**src/inc/ipr_defines.svh**
```systemverilog
// Offsets, field positions, masks, reset values and level codes of the priority bank
`ifndef IPR_DEFINES_SVH
`define IPR_DEFINES_SVH

// ----------------------------------------------------------------------------
// Register byte offsets, one aligned word each
// ----------------------------------------------------------------------------
`define IPR_OFF_CAPTURE_DMA3    32'h0000_0000
`define IPR_OFF_COMPARE_CAP6    32'h0000_0004
`define IPR_OFF_DMA4_PARALLEL   32'h0000_0008
`define IPR_OFF_SECOND_I2C      32'h0000_000C
`define IPR_OFF_CRYPTO_EXTINT   32'h0000_0010
`define IPR_OFF_SPI_RX_KEYSTORE 32'h0000_0014
`define IPR_NUM_REGS            6
`define IPR_NUM_SRC             17

// ----------------------------------------------------------------------------
// Implemented-bit masks and power-on values
// ----------------------------------------------------------------------------
`define IPR_MASK_0 16'h7777
`define IPR_MASK_1 16'h0777
`define IPR_MASK_2 16'h0770
`define IPR_MASK_3 16'h0770
`define IPR_MASK_4 16'h7770
`define IPR_MASK_5 16'h7707
`define IPR_RST_0  16'h4444
`define IPR_RST_1  16'h0444
`define IPR_RST_2  16'h0440
`define IPR_RST_3  16'h0440
`define IPR_RST_4  16'h4440
`define IPR_RST_5  16'h4404

// ----------------------------------------------------------------------------
// Field least significant bit positions
// ----------------------------------------------------------------------------
`define IPR_POS_HI  12
`define IPR_POS_MID 8
`define IPR_POS_LO1 4
`define IPR_POS_LO0 0

// ----------------------------------------------------------------------------
// Level codes
// ----------------------------------------------------------------------------
`define IPR_LVL_OFF   3'h0
`define IPR_LVL_MIN   3'h1
`define IPR_LVL_RESET 3'h4
`define IPR_LVL_MAX   3'h7

`endif

```
**src/inc/ipr_pkg.sv**
```systemverilog
// Types shared by the priority bank modules
package ipr_pkg;

  // --------------------------------------------------------------------------
  // Bus and register types
  // --------------------------------------------------------------------------
  typedef enum logic [1:0] {
    IPR_TR_IDLE   = 2'h0,
    IPR_TR_BUSY   = 2'h1,
    IPR_TR_NONSEQ = 2'h2,
    IPR_TR_SEQ    = 2'h3
  } ipr_htrans_t;

  typedef logic [2:0]  ipr_level_t;
  typedef logic [2:0]  ipr_idx_t;
  typedef logic [15:0] ipr_word_t;

endpackage : ipr_pkg

```
**src/inc/ipr_regs_if.sv**
```systemverilog
// Request carrier between the bus front end and the register bank
`timescale 1ns/1ps
interface ipr_regs_if;
  import ipr_pkg::*;
  logic     wr_en;    // Data-phase write strobe
  logic     [2:0] wr_idx;
  logic     rd_take;  // Read address phase accepted
  logic     rd_hit;   // Read hits a mapped register
  logic     [2:0] rd_idx;

  modport front (output wr_en, wr_idx, rd_take, rd_hit, rd_idx);
  modport bank  (input  wr_en, wr_idx, rd_take, rd_hit, rd_idx);
endinterface : ipr_regs_if

```
**src/hdl/ipr_ahb_front.sv**
```systemverilog
// AHB-Lite address decode and data-phase write tracking for the priority bank
`timescale 1ns/1ps
`include "ipr_defines.svh"
module ipr_ahb_front import ipr_pkg::*; (
  input  wire logic        clk_in,
  input  wire logic        rst_n_in,
  input  wire logic        hsel_in,
  input  wire logic [31:0] haddr_in,
  input  wire logic [1:0]  htrans_in,
  input  wire logic        hwrite_in,
  input  wire logic        hready_in,
  ipr_regs_if.front        bus
);

  logic     addr_ok;
  logic     hit;
  ipr_idx_t idx;
  logic     wr_pend;
  ipr_idx_t wr_idx_q;

  // --------------------------------------------------------------------------
  // Address phase decode
  // --------------------------------------------------------------------------
  // Only NONSEQ/SEQ with hready are real transfers; BUSY and IDLE are ignored
  assign addr_ok = hsel_in && htrans_in[1] && hready_in;
  assign idx     = haddr_in[4:2];
  // Word aligned, inside the six-word window; anything else is unmapped
  assign hit     = (haddr_in[31:5] == 27'h000_0000) && (haddr_in[1:0] == 2'h0)
                   && (idx < 3'(`IPR_NUM_REGS));

  // Remember a write until its data phase, when hwdata is on the bus
  always_ff @(posedge clk_in or negedge rst_n_in) begin
    if (!rst_n_in) begin
      wr_pend  <= 1'b0;
      wr_idx_q <= 3'h0;
    end else begin
      wr_pend  <= addr_ok && hwrite_in && hit;
      wr_idx_q <= idx;
    end
  end

  // Requests towards the bank
  assign bus.wr_en   = wr_pend;
  assign bus.wr_idx  = wr_idx_q;
  assign bus.rd_take = addr_ok && !hwrite_in;
  assign bus.rd_hit  = hit;
  assign bus.rd_idx  = idx;

endmodule : ipr_ahb_front

```
**src/hdl/ipr_top.sv**
```systemverilog
// Interrupt priority bank: six priority registers, AHB-Lite slave, source gating
//
// Implementation choices: the placing of the registers and the AHB-Lite register port.
`timescale 1ns/1ps
`include "ipr_defines.svh"

// Functional notes
// - Three-bit level, 7 highest, 1 lowest
// - Level zero blocks the source entirely
// - Every field powers up at level four
// - Bits without a field read zero
// - Word 0: capture5, capture4, capture3, dma3
// - Word 1: compare6, compare5, capture6
// - Word 2: dma4 and parallel port
// - Word 3: i2c2 host and target
// - Word 4: crypto done, ext4, ext3
// - Word 5: spi2 rx, spi1 rx, key store
module ipr_top import ipr_pkg::*; #(
  parameter int ADDR_W = 32
) (
  input  wire logic              core_clk_in,
  input  wire logic              rst_n_in,
  input  wire logic              hsel_in,
  input  wire logic [ADDR_W-1:0] haddr_in,
  input  wire logic [1:0]        htrans_in,
  input  wire logic              hwrite_in,
  input  wire logic [2:0]        hsize_in,
  input  wire logic [31:0]       hwdata_in,
  input  wire logic              hready_in,
  output logic                   hreadyout_out,
  output logic      [31:0]       hrdata_out,
  output logic                   hresp_out,
  input  wire logic [16:0]       src_flag_in,
  output logic      [16:0]       src_req_out,
  output logic      [2:0]        capture5_irq_level_out,
  output logic      [2:0]        capture4_irq_level_out,
  output logic      [2:0]        capture3_irq_level_out,
  output logic      [2:0]        dma_ch3_irq_level_out,
  output logic      [2:0]        compare6_irq_level_out,
  output logic      [2:0]        compare5_irq_level_out,
  output logic      [2:0]        capture6_irq_level_out,
  output logic      [2:0]        dma_ch4_irq_level_out,
  output logic      [2:0]        parallel_port_irq_level_out,
  output logic      [2:0]        i2c2_host_irq_level_out,
  output logic      [2:0]        i2c2_target_irq_level_out,
  output logic      [2:0]        crypto_done_irq_level_out,
  output logic      [2:0]        ext_irq4_level_out,
  output logic      [2:0]        ext_irq3_level_out,
  output logic      [2:0]        spi2_receive_irq_level_out,
  output logic      [2:0]        spi1_receive_irq_level_out,
  output logic      [2:0]        key_store_done_irq_level_out
);

  // --------------------------------------------------------------------------
  // Register and field tables
  // --------------------------------------------------------------------------
  localparam int NREG = `IPR_NUM_REGS;
  localparam int NSRC = `IPR_NUM_SRC;

  localparam ipr_word_t MASK [NREG] = '{`IPR_MASK_0, `IPR_MASK_1, `IPR_MASK_2,
                                        `IPR_MASK_3, `IPR_MASK_4, `IPR_MASK_5};
  localparam ipr_word_t RSTV [NREG] = '{`IPR_RST_0, `IPR_RST_1, `IPR_RST_2,
                                        `IPR_RST_3, `IPR_RST_4, `IPR_RST_5};

  // Source order matches src_flag_in / src_req_out bit order
  localparam int FREG [NSRC] = '{0, 0, 0, 0,
                                 1, 1, 1,
                                 2, 2,
                                 3, 3,
                                 4, 4, 4,
                                 5, 5, 5};
  localparam int FLSB [NSRC] = '{`IPR_POS_HI, `IPR_POS_MID, `IPR_POS_LO1, `IPR_POS_LO0,
                                 `IPR_POS_MID, `IPR_POS_LO1, `IPR_POS_LO0,
                                 `IPR_POS_MID, `IPR_POS_LO1,
                                 `IPR_POS_MID, `IPR_POS_LO1,
                                 `IPR_POS_HI, `IPR_POS_MID, `IPR_POS_LO1,
                                 `IPR_POS_HI, `IPR_POS_MID, `IPR_POS_LO0};

  // --------------------------------------------------------------------------
  // Reset release
  // --------------------------------------------------------------------------
  logic rst_meta;
  logic rst_sync_n;

  // Asynchronous assert, release through two flops to avoid a ragged exit
  always_ff @(posedge core_clk_in or negedge rst_n_in) begin
    if (!rst_n_in) begin
      rst_meta   <= 1'b0;
      rst_sync_n <= 1'b0;
    end else begin
      rst_meta   <= 1'b1;
      rst_sync_n <= rst_meta;
    end
  end

  // --------------------------------------------------------------------------
  // Bus front end
  // --------------------------------------------------------------------------
  ipr_regs_if bus ();

  ipr_ahb_front u_front (
    .clk_in    (core_clk_in),
    .rst_n_in  (rst_sync_n),
    .hsel_in   (hsel_in),
    .haddr_in  (32'(haddr_in)),
    .htrans_in (htrans_in),
    .hwrite_in (hwrite_in),
    .hready_in (hready_in),
    .bus       (bus.front)
  );

  // --------------------------------------------------------------------------
  // Priority registers
  // --------------------------------------------------------------------------
  ipr_word_t prio [NREG];

  // Write lands at the end of the data phase; masking drops unimplemented bits
  for (genvar r = 0; r < NREG; r++) begin : g_reg
    always_ff @(posedge core_clk_in or negedge rst_sync_n) begin
      if (!rst_sync_n) begin
        prio[r] <= RSTV[r];
      end else if (bus.wr_en && (bus.wr_idx == 3'(r))) begin
        prio[r] <= hwdata_in[15:0] & MASK[r];
      end
    end
  end

  // --------------------------------------------------------------------------
  // Read path
  // --------------------------------------------------------------------------
  ipr_word_t rd_word;

  // A read right behind a write to the same word sees the new value
  always_comb begin
    rd_word = 16'h0000;
    if (bus.rd_hit) begin
      if (bus.wr_en && (bus.wr_idx == bus.rd_idx)) begin
        rd_word = hwdata_in[15:0] & MASK[bus.rd_idx];
      end else begin
        rd_word = prio[bus.rd_idx];
      end
    end
  end

  // Data registered at the address phase so the data phase needs no wait
  always_ff @(posedge core_clk_in or negedge rst_sync_n) begin
    if (!rst_sync_n) begin
      hrdata_out <= 32'h0000_0000;
    end else if (bus.rd_take) begin
      hrdata_out <= {16'h0000, rd_word};
    end
  end

  // Zero-wait slave with OKAY only; unmapped reads return zero
  always_ff @(posedge core_clk_in or negedge rst_sync_n) begin
    if (!rst_sync_n) begin
      hreadyout_out <= 1'b1;
      hresp_out     <= 1'b0;
    end else begin
      hreadyout_out <= 1'b1;
      hresp_out     <= 1'b0;
    end
  end

  // --------------------------------------------------------------------------
  // Per-source level and gating
  // --------------------------------------------------------------------------
  ipr_level_t lvl [NSRC];

  // Level zero keeps a source off whatever its flag; other codes pass it
  for (genvar s = 0; s < NSRC; s++) begin : g_src
    ipr_level_t fld;
    assign fld = prio[FREG[s]][FLSB[s] +: 3];
    always_ff @(posedge core_clk_in or negedge rst_sync_n) begin
      if (!rst_sync_n) begin
        lvl[s]         <= `IPR_LVL_RESET;
        src_req_out[s] <= 1'b0;
      end else begin
        lvl[s]         <= fld;
        src_req_out[s] <= src_flag_in[s] && (fld != `IPR_LVL_OFF);
      end
    end
  end

  // Level ports, each straight from its flop
  assign capture5_irq_level_out       = lvl[0];
  assign capture4_irq_level_out       = lvl[1];
  assign capture3_irq_level_out       = lvl[2];
  assign dma_ch3_irq_level_out        = lvl[3];
  assign compare6_irq_level_out       = lvl[4];
  assign compare5_irq_level_out       = lvl[5];
  assign capture6_irq_level_out       = lvl[6];
  assign dma_ch4_irq_level_out        = lvl[7];
  assign parallel_port_irq_level_out  = lvl[8];
  assign i2c2_host_irq_level_out      = lvl[9];
  assign i2c2_target_irq_level_out    = lvl[10];
  assign crypto_done_irq_level_out    = lvl[11];
  assign ext_irq4_level_out           = lvl[12];
  assign ext_irq3_level_out           = lvl[13];
  assign spi2_receive_irq_level_out   = lvl[14];
  assign spi1_receive_irq_level_out   = lvl[15];
  assign key_store_done_irq_level_out = lvl[16];

  // --------------------------------------------------------------------------
  // Per-word and per-source checks
  // --------------------------------------------------------------------------
  // Every word takes the masked data of its own data-phase strobe
  for (genvar r = 0; r < NREG; r++) begin : g_chk_reg

  end

  // Level zero holds every source off; any other level lets its flag through
  for (genvar s = 0; s < NSRC; s++) begin : g_chk_src

  end
endmodule : ipr_top

```
**config.mk**
```make
export PLATFORM = sky130hd
export DESIGN_NAME = ipr_top
export DESIGN_NICKNAME = d
export VERILOG_FILES = /design/src/inc/ipr_pkg.sv /design/src/inc/ipr_regs_if.sv /design/src/hdl/ipr_ahb_front.sv /design/src/hdl/ipr_top.sv
export VERILOG_INCLUDE_DIRS = /design/src /design/src/inc
export SDC_FILE = /design/constraint.sdc
export NUM_CORES = 1
export LEC_CHECK = 0
export CORE_MARGIN = 3
export CORE_UTILIZATION = 56
export DETAILED_ROUTE_END_ITERATION = 16
export DONT_BUFFER_PORTS = 1
export PLACE_DENSITY = 0.78
export SYNTH_ARGS = -nofsm -noshare
export SYNTH_HDL_FRONTEND = slang
export SYNTH_SLANG_ARGS = --single-unit
```
**constraint.sdc**
```tcl
create_clock -name core_clk_in -period 4.2 [get_ports core_clk_in]
set_input_delay 0.21 -clock core_clk_in [delete_from_list [all_inputs] [get_ports core_clk_in]]
set_output_delay 0.21 -clock core_clk_in [all_outputs]
set_load 0.02 [all_outputs]
```
======== Word level (Yosys, flattened, before mapping) ========
Memories as Yosys holds them, arrays and structs flattened.
Cells that the tools add are included.
storage, ports and cells
  bits in latches ......................... 0
  input port bits ......................... 91
  output and inout port bits .............. 102
  bits in read-only memories .............. 128
  memories kept ........................... 1
  flip-flop bits (word level) ............. 141
  RAM bits ................................ 0
operators by class
  add/subtract/negate cells ............... 0
  equality and inequality tests ........... 6
  divide/modulo/power cells ............... 0
  reduce and logical (&&, ||, !) cells .... 52
  bitwise logic cells ..................... 2
  $lt $le $gt $ge ......................... 2
  shifts and indexed selects .............. 0
  mux-type cells .......................... 7
  multipliers ............................. 0
memory list
  name             words  bits a word  rd ports  clocked after Yosys merged registers in  write ports  line            RTL
  (no name shown)  8      16           1         0                                        0            ipr_top.sv:138  rd_word = hwdata_in[15:0] & MASK[bus.rd_idx];
operators with widths
  kind                  count
  $mux W16              6
  $reduce_bool A3 Y1    17
  $bmux W16 S3          1
  $logic_and A1 B1 Y1   31
  $logic_not A27 Y1     1
  $and A16 B16 Y16      1
  $eq A3 B2 Y1 const B  2
  $eq A3 B3 Y1 const B  2
  $ge A4 B4 Y1 const B  1
  $not A3 Y4            1
  $eq A3 B1 Y1 const B  1
  $eq A3 B3 Y1          1
  $logic_not A3 Y1      1
  $lt A3 B3 Y1 const B  1
  $logic_not A2 Y1      1
  $logic_not A1 Y1      1

======== Depth between registers and ports, before layout ========
Gate-level depths: netlist of the first run.
  word-level depth ........................ 7
  gate-level depth with buffers ........... 7

======== Modules after synthesis ========
Synthesis of the first run repeated with hierarchy kept, for this count alone.
second synthesis, totals
  cells, all modules ...................... 359
  area, all modules ....................... 5476.5 µm²
modules (own cells, without submodules)
  module         times used  cells each  sequential area each (µm²)  area an instance (µm²)
  ipr_top        1           337         3370.7                      5243.8
  ipr_ahb_front  1           22          100.1                       232.7

======== Worst setup path before layout of the first run ========
OpenSTA, ideal clock, no wires.
  path kind ............................... register to register
  start ................................... reg u_front.wr_pend (netlist: u_front.bus.wr_en)
  end ..................................... reg prio (netlist bit g_src[1].fld[0])
  data required time ...................... 4075 ps
  buffers on the path ..................... 1
  stages on the path, launching flop included .. 5
  path slack .............................. 2668 ps
  library setup time ...................... 125 ps
  data arrival time ....................... 1408 ps
  period minus slack after synthesis ...... 1532 ps
  cell sequence ........................... dfrtp_1 nor2b_1 nor3b_2 buf_2 mux2_2
between the ends
  longest elaborated chain between the ends .. 1
ends and longest elaborated chain
  item                           line                 RTL
  start, declared                ipr_ahb_front.sv:18  logic wr_pend;
  start signal, assigned         ipr_ahb_front.sv:37  wr_pend <= addr_ok && hwrite_in && hit;
  $logic_and A1 B1 Y1            ipr_top.sv:122       end else if (bus.wr_en && (bus.wr_idx == 3'(r))) begin
  end signal, assigned by index  ipr_top.sv:121       prio[r] <= RSTV[r];
  end signal, assigned by index  ipr_top.sv:123       prio[r] <= hwdata_in[15:0] & MASK[r];
  end, declared                  ipr_top.sv:115       ipr_word_t prio [NREG];
Every way passes these cells.
A chain may end at the register's enable or synchronous reset.

======== Final worst setup path of the first run ========
  start ................................... reg u_front.wr_pend (netlist: u_front.bus.wr_en)
  end ..................................... reg prio (netlist bit g_src[2].fld[1])
Same word-level chain as after synthesis.

==> results of run 1 <==
==> routing by layer <==
metal | GRT usage [%] | wire (um)
met1 | 27.6 | 4640
met5 | 0 | 0
met4 | 8.36 | 136
met2 | 37.5 | 6140
met3 | 7.15 | 896
==> registers in the layout, summed over array words and instances (netlist names), 3 cells and up <==
register,count
g_src.fld,51
src_req_out,17
hrdata_out,12
capture3_irq_level_out,3
capture4_irq_level_out,3
capture5_irq_level_out,3
capture6_irq_level_out,3
compare5_irq_level_out,3
compare6_irq_level_out,3
crypto_done_irq_level_out,3
dma_ch3_irq_level_out,3
dma_ch4_irq_level_out,3
ext_irq3_level_out,3
ext_irq4_level_out,3
i2c2_host_irq_level_out,3
i2c2_target_irq_level_out,3
key_store_done_irq_level_out,3
parallel_port_irq_level_out,3
spi1_receive_irq_level_out,3
spi2_receive_irq_level_out,3
u_front.bus.wr_idx,3
==> per-stage QoR <==
step,area (um^2),setup WS [ns],power [uW]
5_1_grt,6280,1.89,3010
3_3_place_gp,5340,2.09,1470
6_report,6280,1.98,2910
4_1_cts,6280,2.00,2930
3_5_place_dp,5340,2.01,1480
2_1_floorplan,5420,0.160,1480
==> synthesized netlist by cell type (2+ instances only) <==
| master | n | share of area, % |
|---|---|---|
| a21oi_1 | 3 | 0.28 |
| a311oi_1 | 4 | 0.66 |
| a32oi_1 | 6 | 0.98 |
| buf_2 | 6 | 0.56 |
| buf_4 | 25 | 3.5 |
| buf_6 | 3 | 0.63 |
| clkbuf_1 | 3 | 0.21 |
| conb_1 | 2 | 0.14 |
| dfrtp_1 | 103 | 48 |
| dfstp_2 | 34 | 17 |
| inv_1 | 3 | 0.21 |
| mux2_2 | 49 | 10 |
| mux2i_1 | 15 | 2.8 |
| mux4_2 | 3 | 1.3 |
| nand2_1 | 19 | 1.3 |
| nand3_1 | 4 | 0.38 |
| nand4_1 | 4 | 0.47 |
| nand4b_1 | 2 | 0.33 |
| nor2_1 | 5 | 0.35 |
| nor2b_1 | 2 | 0.23 |
| nor3_1 | 3 | 0.28 |
| nor4_1 | 5 | 0.59 |
| o21ai_0 | 5 | 0.47 |
| o2bb2ai_1 | 3 | 0.49 |
| o31a_1 | 17 | 2.8 |
| o31ai_1 | 6 | 0.84 |
| o32ai_1 | 3 | 0.49 |
| o41ai_1 | 2 | 0.33 |
| o41ai_2 | 3 | 0.91 |
| xnor2_1 | 3 | 0.49 |
==> worst max-delay path: stages (launching register included) <==
cell	delay, ns
dfrtp_1	0.42
nor2b_1	0.27
nor3b_2	0.99
mux2_2	0.43
==> logic make-up after synthesis <==
group,count (synthesis),share of synthesized area (%)
simple gates,51,5.23
flops,137,65.0
xor+xnor,3,0.492
compound gates,58,9.33
other cells,2,0.141
mux,68,14.6
buf+inv,40,5.13
==> cell type report <==
cell class,count,area [um^2],area share (%)
clock buffer,19,432,6.88
sequential,137,3470,55.4
inverter,3,11.3,0.179
multi-input combinational,203,1670,26.6
clock inverter,13,144,2.29
timing repair buffer,38,388,6.18
tap,126,158,2.51
==> power by group through the flow <==
stage	clock [uW]	combinational, uW	sequential [uW]
5_1_grt	1500	117	1380
4_1_cts	1440	108	1380
3_3_place_gp	0	69.9	1400
6_report	1420	109	1380
3_5_place_dp	0	71.8	1400
2_1_floorplan	0	81.4	1400
==> worst paths after layout <==
path | end
worst min-delay path | hrdata_out[5]
worst max register to register | g_src[2].fld[1]
max in group asynchronous | spi2_receive_irq_level_out[2]
worst min register to register | rst_sync_n
min in group asynchronous | dma_ch4_irq_level_out[0]
worst max-delay path | g_src[2].fld[1]
==> impl_metrics.yaml, run 1 <==
status:
  status: "completed"
grt:
  antenna_found_initial: 0
  grt-ovfl-total: 0
  track_usage_pct: 22.5
  grt_pass1_wl_um: 18700
  grt_max_degree: 69
  grt_pass1_vias: 3415
route:
  dr.pass1.iters: 4
  routed_wl_um: 11800
  ant_nets: 0
  wl_per_cell_um: 21.9
  vias: 3150
  drt_iter0_drc: 162
  drc_errors: 0
  viasPerCell: 5.84
clock_tree:
  cts.path.max_buffers: 2
  h-tree-depth: 4
  clk_pin_slew_worst_paths_ns: 0.06
  cts_tree: "done"
  numClockSinks: 137
  cts_resized: 0
  cts_buffers: 17
  clk_latency_ns: 0.51
  cts_hold_buf: 36
  cts_root_buffer: "clkbuf_8"
  post_cts.repair.setup_buffers: 0
power:
  power_density_mw_per_mm2: 463
  sw_frac_of_total_pct: 22.5
  p_seq_share_pct: 47.5
  clockPowerShare_pct: 48.8
  switching_power_uw: 655
  power_frac_comb_pct: 3.7
  intPower_uw: 2250
  leakage_uw: 0.00280
  peakVddDrop_mv: 0.281
timing:
  hold_slack_ns: 0.0346
  setup_violations: 0
  fin_crit_ns: 2.22
  max_clock_freq_mhz: 451
  maxSlewViolCount: 0
  setup_tns_ns: 0
  slew_headroom_pct: 20.9
  rsz0062_at_grt: "no"
  hold_viol: 0
  finalCritPeriodShare_pct: 52.8
  worst_pin_slew_ns: 1.18
  fin_skew_ns: 0.00763
logic_synthesis:
  synth_cells: 359
  yosysUniqueCellTypes: 44
  ys_seq_area_share_pct: 65.0
  ys_warn_count: 0
  synth_area_mm2: 0.00534
  ys.flop_type: "dfrtp_1"
  syn_avg_cell_area_um2: 14.9
  synth-seq-cells: 137
  async_flop_share_pct: 100
  synth_edf_count: 0
worst_hold_path:
  hp-class: "in -> reg"
  whs_path_depth: 3
  min-delay-start: "haddr_in[2]"
cells_and_area:
  stdcell_count: 539
  utilization_pct: 69.9
  antenna_cells: 0
  fill_cells: 592
  drive_gt1_share_pct: 31.0
  nets: 491
  final_common_cell: "dfrtp_1"
  final_cell_mix: "dfrtp_1 (102), mux2_2 (49), dlygate4sd3_1 (36), dfstp_2 (34), conb_1 (23)"
  area_delta_synth_final_pct: 17.6
flow_run:
  maxCapViolations: 0
worst_setup_path:
  start_kind: "flip-flop"
  worst_setup_path_end_kind: "flip-flop"
  path_max_fanout: 12
  critical_path_required_ns: 4.60
  reg2reg_depth: 3
  cp-startpoint: "u_front.bus.wr_en"
  r2r_start: "u_front.bus.wr_en"
  r2r_slack_ns: 1.98
  path_class: "reg -> reg"
  arrival_ns: 2.61
floorplanning:
  dieArea_mm2: 0.0107
  io_pins: 193
  placementRows: 34
  core_area_mm2: 0.00898
  die_w_um: 104
  start_util_pct: 59.5
  die_h_um: 104
place:
  portBuffers: 0
  dpl.cell_count: 471
  place_hpwl_um: 7890
  place_congestion: 0.806
Note: power is estimated with default switching activity, not from simulation.
==> run 2, diff against run 1 <==
--- a/config.mk
+++ b/config.mk
@@ -6,11 +6,12 @@
 export SDC_FILE = /design/constraint.sdc
 export NUM_CORES = 1
 export LEC_CHECK = 0
+export ABC_AREA = 1
 export CORE_MARGIN = 3
-export CORE_UTILIZATION = 56
+export CORE_UTILIZATION = 61
 export DETAILED_ROUTE_END_ITERATION = 16
 export DONT_BUFFER_PORTS = 1
-export PLACE_DENSITY = 0.78
+export PLACE_DENSITY = 0.81
 export SYNTH_ARGS = -nofsm -noshare
 export SYNTH_HDL_FRONTEND = slang
 export SYNTH_SLANG_ARGS = --single-unit
==> constraint.sdc (replaced) <==
create_clock -name core_clk_in -period 2.2 [get_ports core_clk_in]
set_input_delay 0.11 -clock core_clk_in [delete_from_list [all_inputs] [get_ports core_clk_in]]
set_output_delay 0.11 -clock core_clk_in [all_outputs]
set_load 0.02 [all_outputs]
==> run 2 against run 1 <==
  * Utilization up 6.0 points
  * Final cell count up 33%
  * Critical path depth up 4
  * Sequential power up 88%
  * Critical path type is now in -> reg
  * Largest power group unchanged
==> impl_metrics.yaml, run 2 <==
status:
  status: "completed"
timing:
  fin_crit_ns: 1.68
  setup_violations: 0
  max_clock_freq_mhz: 595
  hold_slack_ns: 0.0324
  fin_skew_ns: 0.00755
  rsz0062_at_grt: "no"
  hold_viol: 0
  slew_headroom_pct: 50.4
  worst_pin_slew_ns: 0.742
  maxSlewViolCount: 0
  setup_tns_ns: 0
  finalCritPeriodShare_pct: 76.4
clock_tree:
  numClockSinks: 137
  cts_tree: "done"
  cts.path.max_buffers: 2
  cts_root_buffer: "clkbuf_8"
  cts_resized: 0
  clk_pin_slew_worst_paths_ns: 0.06
  h-tree-depth: 4
  cts_buffers: 17
  clk_latency_ns: 0.52
cells_and_area:
  final_common_cell: "nand2_1"
  fill_cells: 560
  nets: 690
  utilization_pct: 75.9
  largest_reg_flops: 51
  drive_gt1_share_pct: 12.6
  area_delta_synth_final_pct: 17.6
  final_cell_mix: "nand2_1 (164), dfrtp_1 (102), o21ai_0 (53), nand3_1 (46), inv_1 (43)"
  antenna_cells: 0
logic_synthesis:
  ys_seq_area_share_pct: 63.9
  synth_area_leaders: "dfrtp_1 (47%), dfstp_2 (16%), nand2_1 (11%)"
  ys_top_cells_by_count: "nand2_1 (164), dfrtp_1 (103), o21ai_0 (53)"
  synth-seq-cells: 137
  synth.top_cell.area_share_pct: 47.4
  synth_top_area_cell: "dfrtp_1"
  synth_area_mm2: 0.00543
  yosysMostFrequentCell: "nand2_1"
  ys.flop_type: "dfrtp_1"
  yosysUniqueCellTypes: 24
  syn_avg_cell_area_um2: 9.74
  async_flop_share_pct: 100
  synth_edf_count: 0
  synth_cells: 558
  ys_warn_count: 0
worst_setup_path:
  worst_setup_path_end_kind: "flip-flop"
  r2r_slack_ns: 0.61
  path_max_fanout: 12
  path_class: "in -> reg"
  critical_path_required_ns: 2.60
  start_kind: "primary input"
  arrival_ns: 2.08
grt:
  track_usage_pct: 27.6
  antenna_found_initial: 0
  grt_pass1_vias: 4107
  grt_pass1_wl_um: 21100
  grt_max_degree: 72
  grt-ovfl-total: 0
route:
  drc_errors: 0
  ant_nets: 0
  viasPerCell: 5.85
  wl_per_cell_um: 18.8
  routed_wl_um: 13500
  vias: 4196
  drt_iter0_drc: 433
  dr.pass1.iters: 6
power:
  peakVddDrop_mv: 0.554
  power_density_mw_per_mm2: 888
  leakage_uw: 0.00313
worst_hold_path:
  hp-class: "in -> reg"
floorplanning:
  io_pins: 193
  die_h_um: 100
  dieArea_mm2: 0.0101
  start_util_pct: 64.5
  die_w_um: 100
  placementRows: 33
  core_area_mm2: 0.00842
place:
  place_hpwl_um: 8670
  portBuffers: 0
  place_congestion: 0.878
flow_run:
  maxCapViolations: 0
==> run 2: worst paths after layout <==
path	from	to	cells past startpoint
worst max-delay path	htrans_in[1]	hrdata_out[14]	7
worst min-delay path	haddr_in[3]	hrdata_out[4]	5
worst max register to register	u_front.bus.wr_idx[1]	hrdata_out[13]	9
worst min register to register	rst_sync_n	parallel_port_irq_level_out[1]	0
max in group asynchronous	rst_sync_n	g_src[14].fld[2]	1
min in group asynchronous	rst_sync_n	parallel_port_irq_level_out[1]	0
==> run 2: repair_timing <==
action	CTS	global route
hold buffers	38	0
setup buffers	0	0
hold endpoints to repair	86	0
==> run 2: cell families (layout without fill, tap and decap cells) <==
| family | count (synthesis) | count (layout) | synth area share [%] |
|---|---|---|---|
| simple gates | 253 | 253 | 19.4 |
| flops | 137 | 137 | 63.9 |
| compound gates | 82 | 82 | 8.73 |
| buf+inv | 84 | 117 | 7.90 |
| other cells | 2 | 23 | 0.138 |
==> run 2: where the power goes <==
| part | switching (uW) | internal (uW) | total, uW | leakage [uW] |
|---|---|---|---|---|
| Combinational | 191 | 96.8 | 288 | 0.00147 |
| Sequential | 43.0 | 2540 | 2590 | 0.00139 |
| Clock | 1070 | 1730 | 2800 | 0.000279 |
==> run 2: through the flow <==
| stage | setup WS, ns | power, uW | cell area (um^2) | std cells |
|---|---|---|---|---|
| after floorplan | 0.773 | 2840 | 5520 | 579 |
| after CTS | 0.550 | 5700 | 6390 | 717 |
| after global routing | 0.390 | 5860 | 6390 | 717 |
| after detailed placement | 0.633 | 2850 | 5420 | 647 |
| after global placement | 0.705 | 2840 | 5420 | 647 |
| final | 0.519 | 5680 | 6390 | 717 |
==> run 2: final cells by class <==
cell class	count	area [um^2]	share of cell area, %
Sequential cell	137	3470	54.4
Multi-Input combinational cell	358	1610	25.2
Clock buffer	18	418	6.54
Timing Repair Buffer	41	415	6.50
Clock inverter	14	173	2.70
Inverter	44	168	2.62
Tap cell	105	131	2.06
==> run 2: worst max-delay path: stages <==
cell and delay (ns):
dlygate4sd3_1 0.53, nand3_1 0.08, dlygate4sd3_1 0.57, nor2_2 0.32, inv_1 0.28, nand2_1 0.11, o21ai_1 0.07
==> run 2: per-layer routing <==
| layer | wire length (um) | track usage, % | up-vias |
|---|---|---|---|
| met5 | 0 | 0 | - |
| met4 | 252 | 9.95 | 0 |
| li1 | - | - | 1837 |
| met2 | 6690 | 45.2 | 330 |
| met3 | 1720 | 9.59 | 27 |
| met1 | 4830 | 34.2 | 2002 |
==> run 3, diff against run 2 <==
--- a/config.mk
+++ b/config.mk
@@ -6,12 +6,12 @@
 export SDC_FILE = /design/constraint.sdc
 export NUM_CORES = 1
 export LEC_CHECK = 0
-export ABC_AREA = 1
+export ABC_AREA = 0
 export CORE_MARGIN = 3
-export CORE_UTILIZATION = 61
+export CORE_UTILIZATION = 56
 export DETAILED_ROUTE_END_ITERATION = 16
 export DONT_BUFFER_PORTS = 1
-export PLACE_DENSITY = 0.81
+export PLACE_DENSITY = 0.78
 export SYNTH_ARGS = -nofsm -noshare
 export SYNTH_HDL_FRONTEND = slang
 export SYNTH_SLANG_ARGS = --single-unit
==> constraint.sdc (replaced) <==
create_clock -name core_clk_in -period 1.4 [get_ports core_clk_in]
set_input_delay 0.07 -clock core_clk_in [delete_from_list [all_inputs] [get_ports core_clk_in]]
set_output_delay 0.07 -clock core_clk_in [all_outputs]
set_load 0.02 [all_outputs]
==> run 3 against run 2 <==
  * The flow now finishes with violations (hold timing, setup timing)
  * Hold slack worse by 0.047 ns
  * Utilization up 3.5 points
  * Non-clock buffer count up 45
  * Largest power group unchanged
  * Final cell count down 18%
  * Via count down 12%
  * Critical path depth down 2
  * Sequential share of layout area down 5.6 points
  * Worst setup slack worse by 0.80 ns
  * First-iteration DRC count down 25%
  * Clock skew up 0.0030 ns
==> impl_metrics.yaml, run 3 (synthesis gave the netlist of run 1 again) <==
status:
  status: "finished with violations"
  violations: "hold timing, setup timing"
power:
  peakVddDrop_mv: 0.970
  leakage_uw: 0.00324
  total_power_uw: 9660
  power_density_mw_per_mm2: 1360
place:
  place_congestion: 0.793
  portBuffers: 0
  place_hpwl_um: 8310
floorplanning:
  placementRows: 34
  core_area_mm2: 0.00898
  die_h_um: 104
  start_util_pct: 59.5
  dieArea_mm2: 0.0107
  die_w_um: 104
  io_pins: 193
grt:
  antenna_found_initial: 0
  grt_pass1_wl_um: 22700
  track_usage_pct: 27.4
  grt_pass1_vias: 3920
  grt-ovfl-total: 0
  grt_max_degree: 32
route:
  drc_errors: 0
  wl_met1_um: 5690
  ant_nets: 0
  routed_wl_um: 15500
  dr_wl_met3_um: 1530
  drt_iter0_drc: 325
  viasPerCell: 6.33
  wl_per_cell_um: 26.4
  dr.pass1.iters: 6
  wl_met2_um: 7880
  dr.max_layer_used: "met4"
  vias: 3713
timing:
  finalCritPeriodShare_pct: 120
  setup_tns_ns: -10.97
  fin_skew_ns: 0.0106
  hold_viol: 1
  worst_pin_slew_ns: 0.686
  maxSlewViolCount: 0
  rsz0062_at_grt: "yes"
  worst_slack_ns: -0.283
  slew_headroom_pct: 54.1
  hold_slack_ns: -0.0147
  max_clock_freq_mhz: 594
  fin_crit_ns: 1.68
  setup_violations: 63
cells_and_area:
  final_cell_mix: "dfrtp_1 (102), mux2_4 (43), dlygate4sd3_1 (41), dfstp_2 (34), buf_4 (24)"
  fill_cells: 437
  drive_gt1_share_pct: 41.0
  antenna_cells: 0
  area_delta_synth_final_pct: 33.6
  nets: 539
  final_common_cell: "dfrtp_1"
  largest_reg_flops: 51
clock_tree:
  cts.path.max_buffers: 2
  cts_hold_buf: 41
  cts_buffers: 17
  numClockSinks: 137
  cts_root_buffer: "clkbuf_8"
  h-tree-depth: 4
  clk_latency_ns: 0.53
  clk_pin_slew_worst_paths_ns: 0.06
  cts_tree: "done"
worst_setup_path:
  path_max_fanout: 5
  critical_path_required_ns: 1.83
  path_class: "reg -> reg"
  arrival_ns: 2.11
  worst_setup_path_end_kind: "flip-flop"
  start_kind: "flip-flop"
flow_run:
  maxCapViolations: 0
worst_hold_path:
  hp-class: "in -> reg"
==> run 3: changes by cell type in the layout (fill, tap and decap cells not counted), moves of 15 or more <==
cell     before  now
nand2_1     164   18
o21ai_0      53    3
mux2_4        0   43
nand3_1      46    3
inv_1        43    3
nor2_1       29    3
buf_4         2   24
buf_6         0   17
mux2i_1       0   15
==> run 3: report_power, final <==
part	internal [uW]	switching, uW	leakage, uW	total, uW
sequential	4030	90.9	0.00172	4120
clock	3400	1650	0.000332	5050
combinational	211	285	0.00119	495
total	7640	2020	0.00324	9660
==> run 3: worst max-delay path, stage by stage, from the launching register on <==
cell	delay, ns
dfrtp_1	0.45
xnor2_2	0.27
and4_4	0.32
buf_6	0.14
a32oi_1	0.12
o31ai_1	0.29
==> run 3: final timing paths <==
kind / startpoint / to / slack [ns] / cells after the start
max in group asynchronous: rst_sync_n / capture5_irq_level_out[2] / 0.52 / 1
max: u_front.bus.wr_idx[2] / hrdata_out[14] / -0.28 / 5
min reg2reg: rst_sync_n / g_src[10].fld[0] / 0.25 / 0
min in group asynchronous: rst_sync_n / g_src[10].fld[0] / 0.25 / 0
max reg2reg: u_front.bus.wr_idx[2] / hrdata_out[14] / -0.28 / 5
min: haddr_in[5] / hrdata_out[10] / -0.01 / 5
==> run 3: per-layer routing <==
metal / GRT usage (%) / vias to the layer above
li1: - / 1461
met1: 34.5 / 1916
met2: 45.3 / 290
met3: 8.15 / 46
met4: 9.97 / 0
met5: 0 / -
==> run 3: layout make-up <==
type | instances | area (um^2) | area share (%)
timing repair buffer | 86 | 862 | 12.1
clock inverter | 11 | 216 | 3.04
tap | 126 | 158 | 2.21
clock buffer | 21 | 459 | 6.44
inverter | 3 | 11.3 | 0.158
multi-input combinational | 203 | 1950 | 27.3
sequential | 137 | 3470 | 48.8
==> run 3: what timing repair did <==
action | 4_1_cts | 5_1_grt
resized for setup | 55 | 26
setup buffers | 3 | 5
setup endpoints to repair | 47 | 60
endpoints found under the hold margin | 86 | 1
pin swaps | 6 | 13
==> run 3: through the flow <==
step,cells,worst slack [ns],hold slack (ns),instance area [um^2],utilization (%)
floorplan,380,-0.0518,-0.226,5460,-
detailed placement,506,-0.283,-0.226,5670,63.1
finish,587,-0.283,-0.0147,7130,79.4
global route,587,-0.355,-0.0170,7130,79.4
global placement,506,-0.116,-0.226,5670,63.1
CTS,582,-0.144,-0.0149,6980,77.8
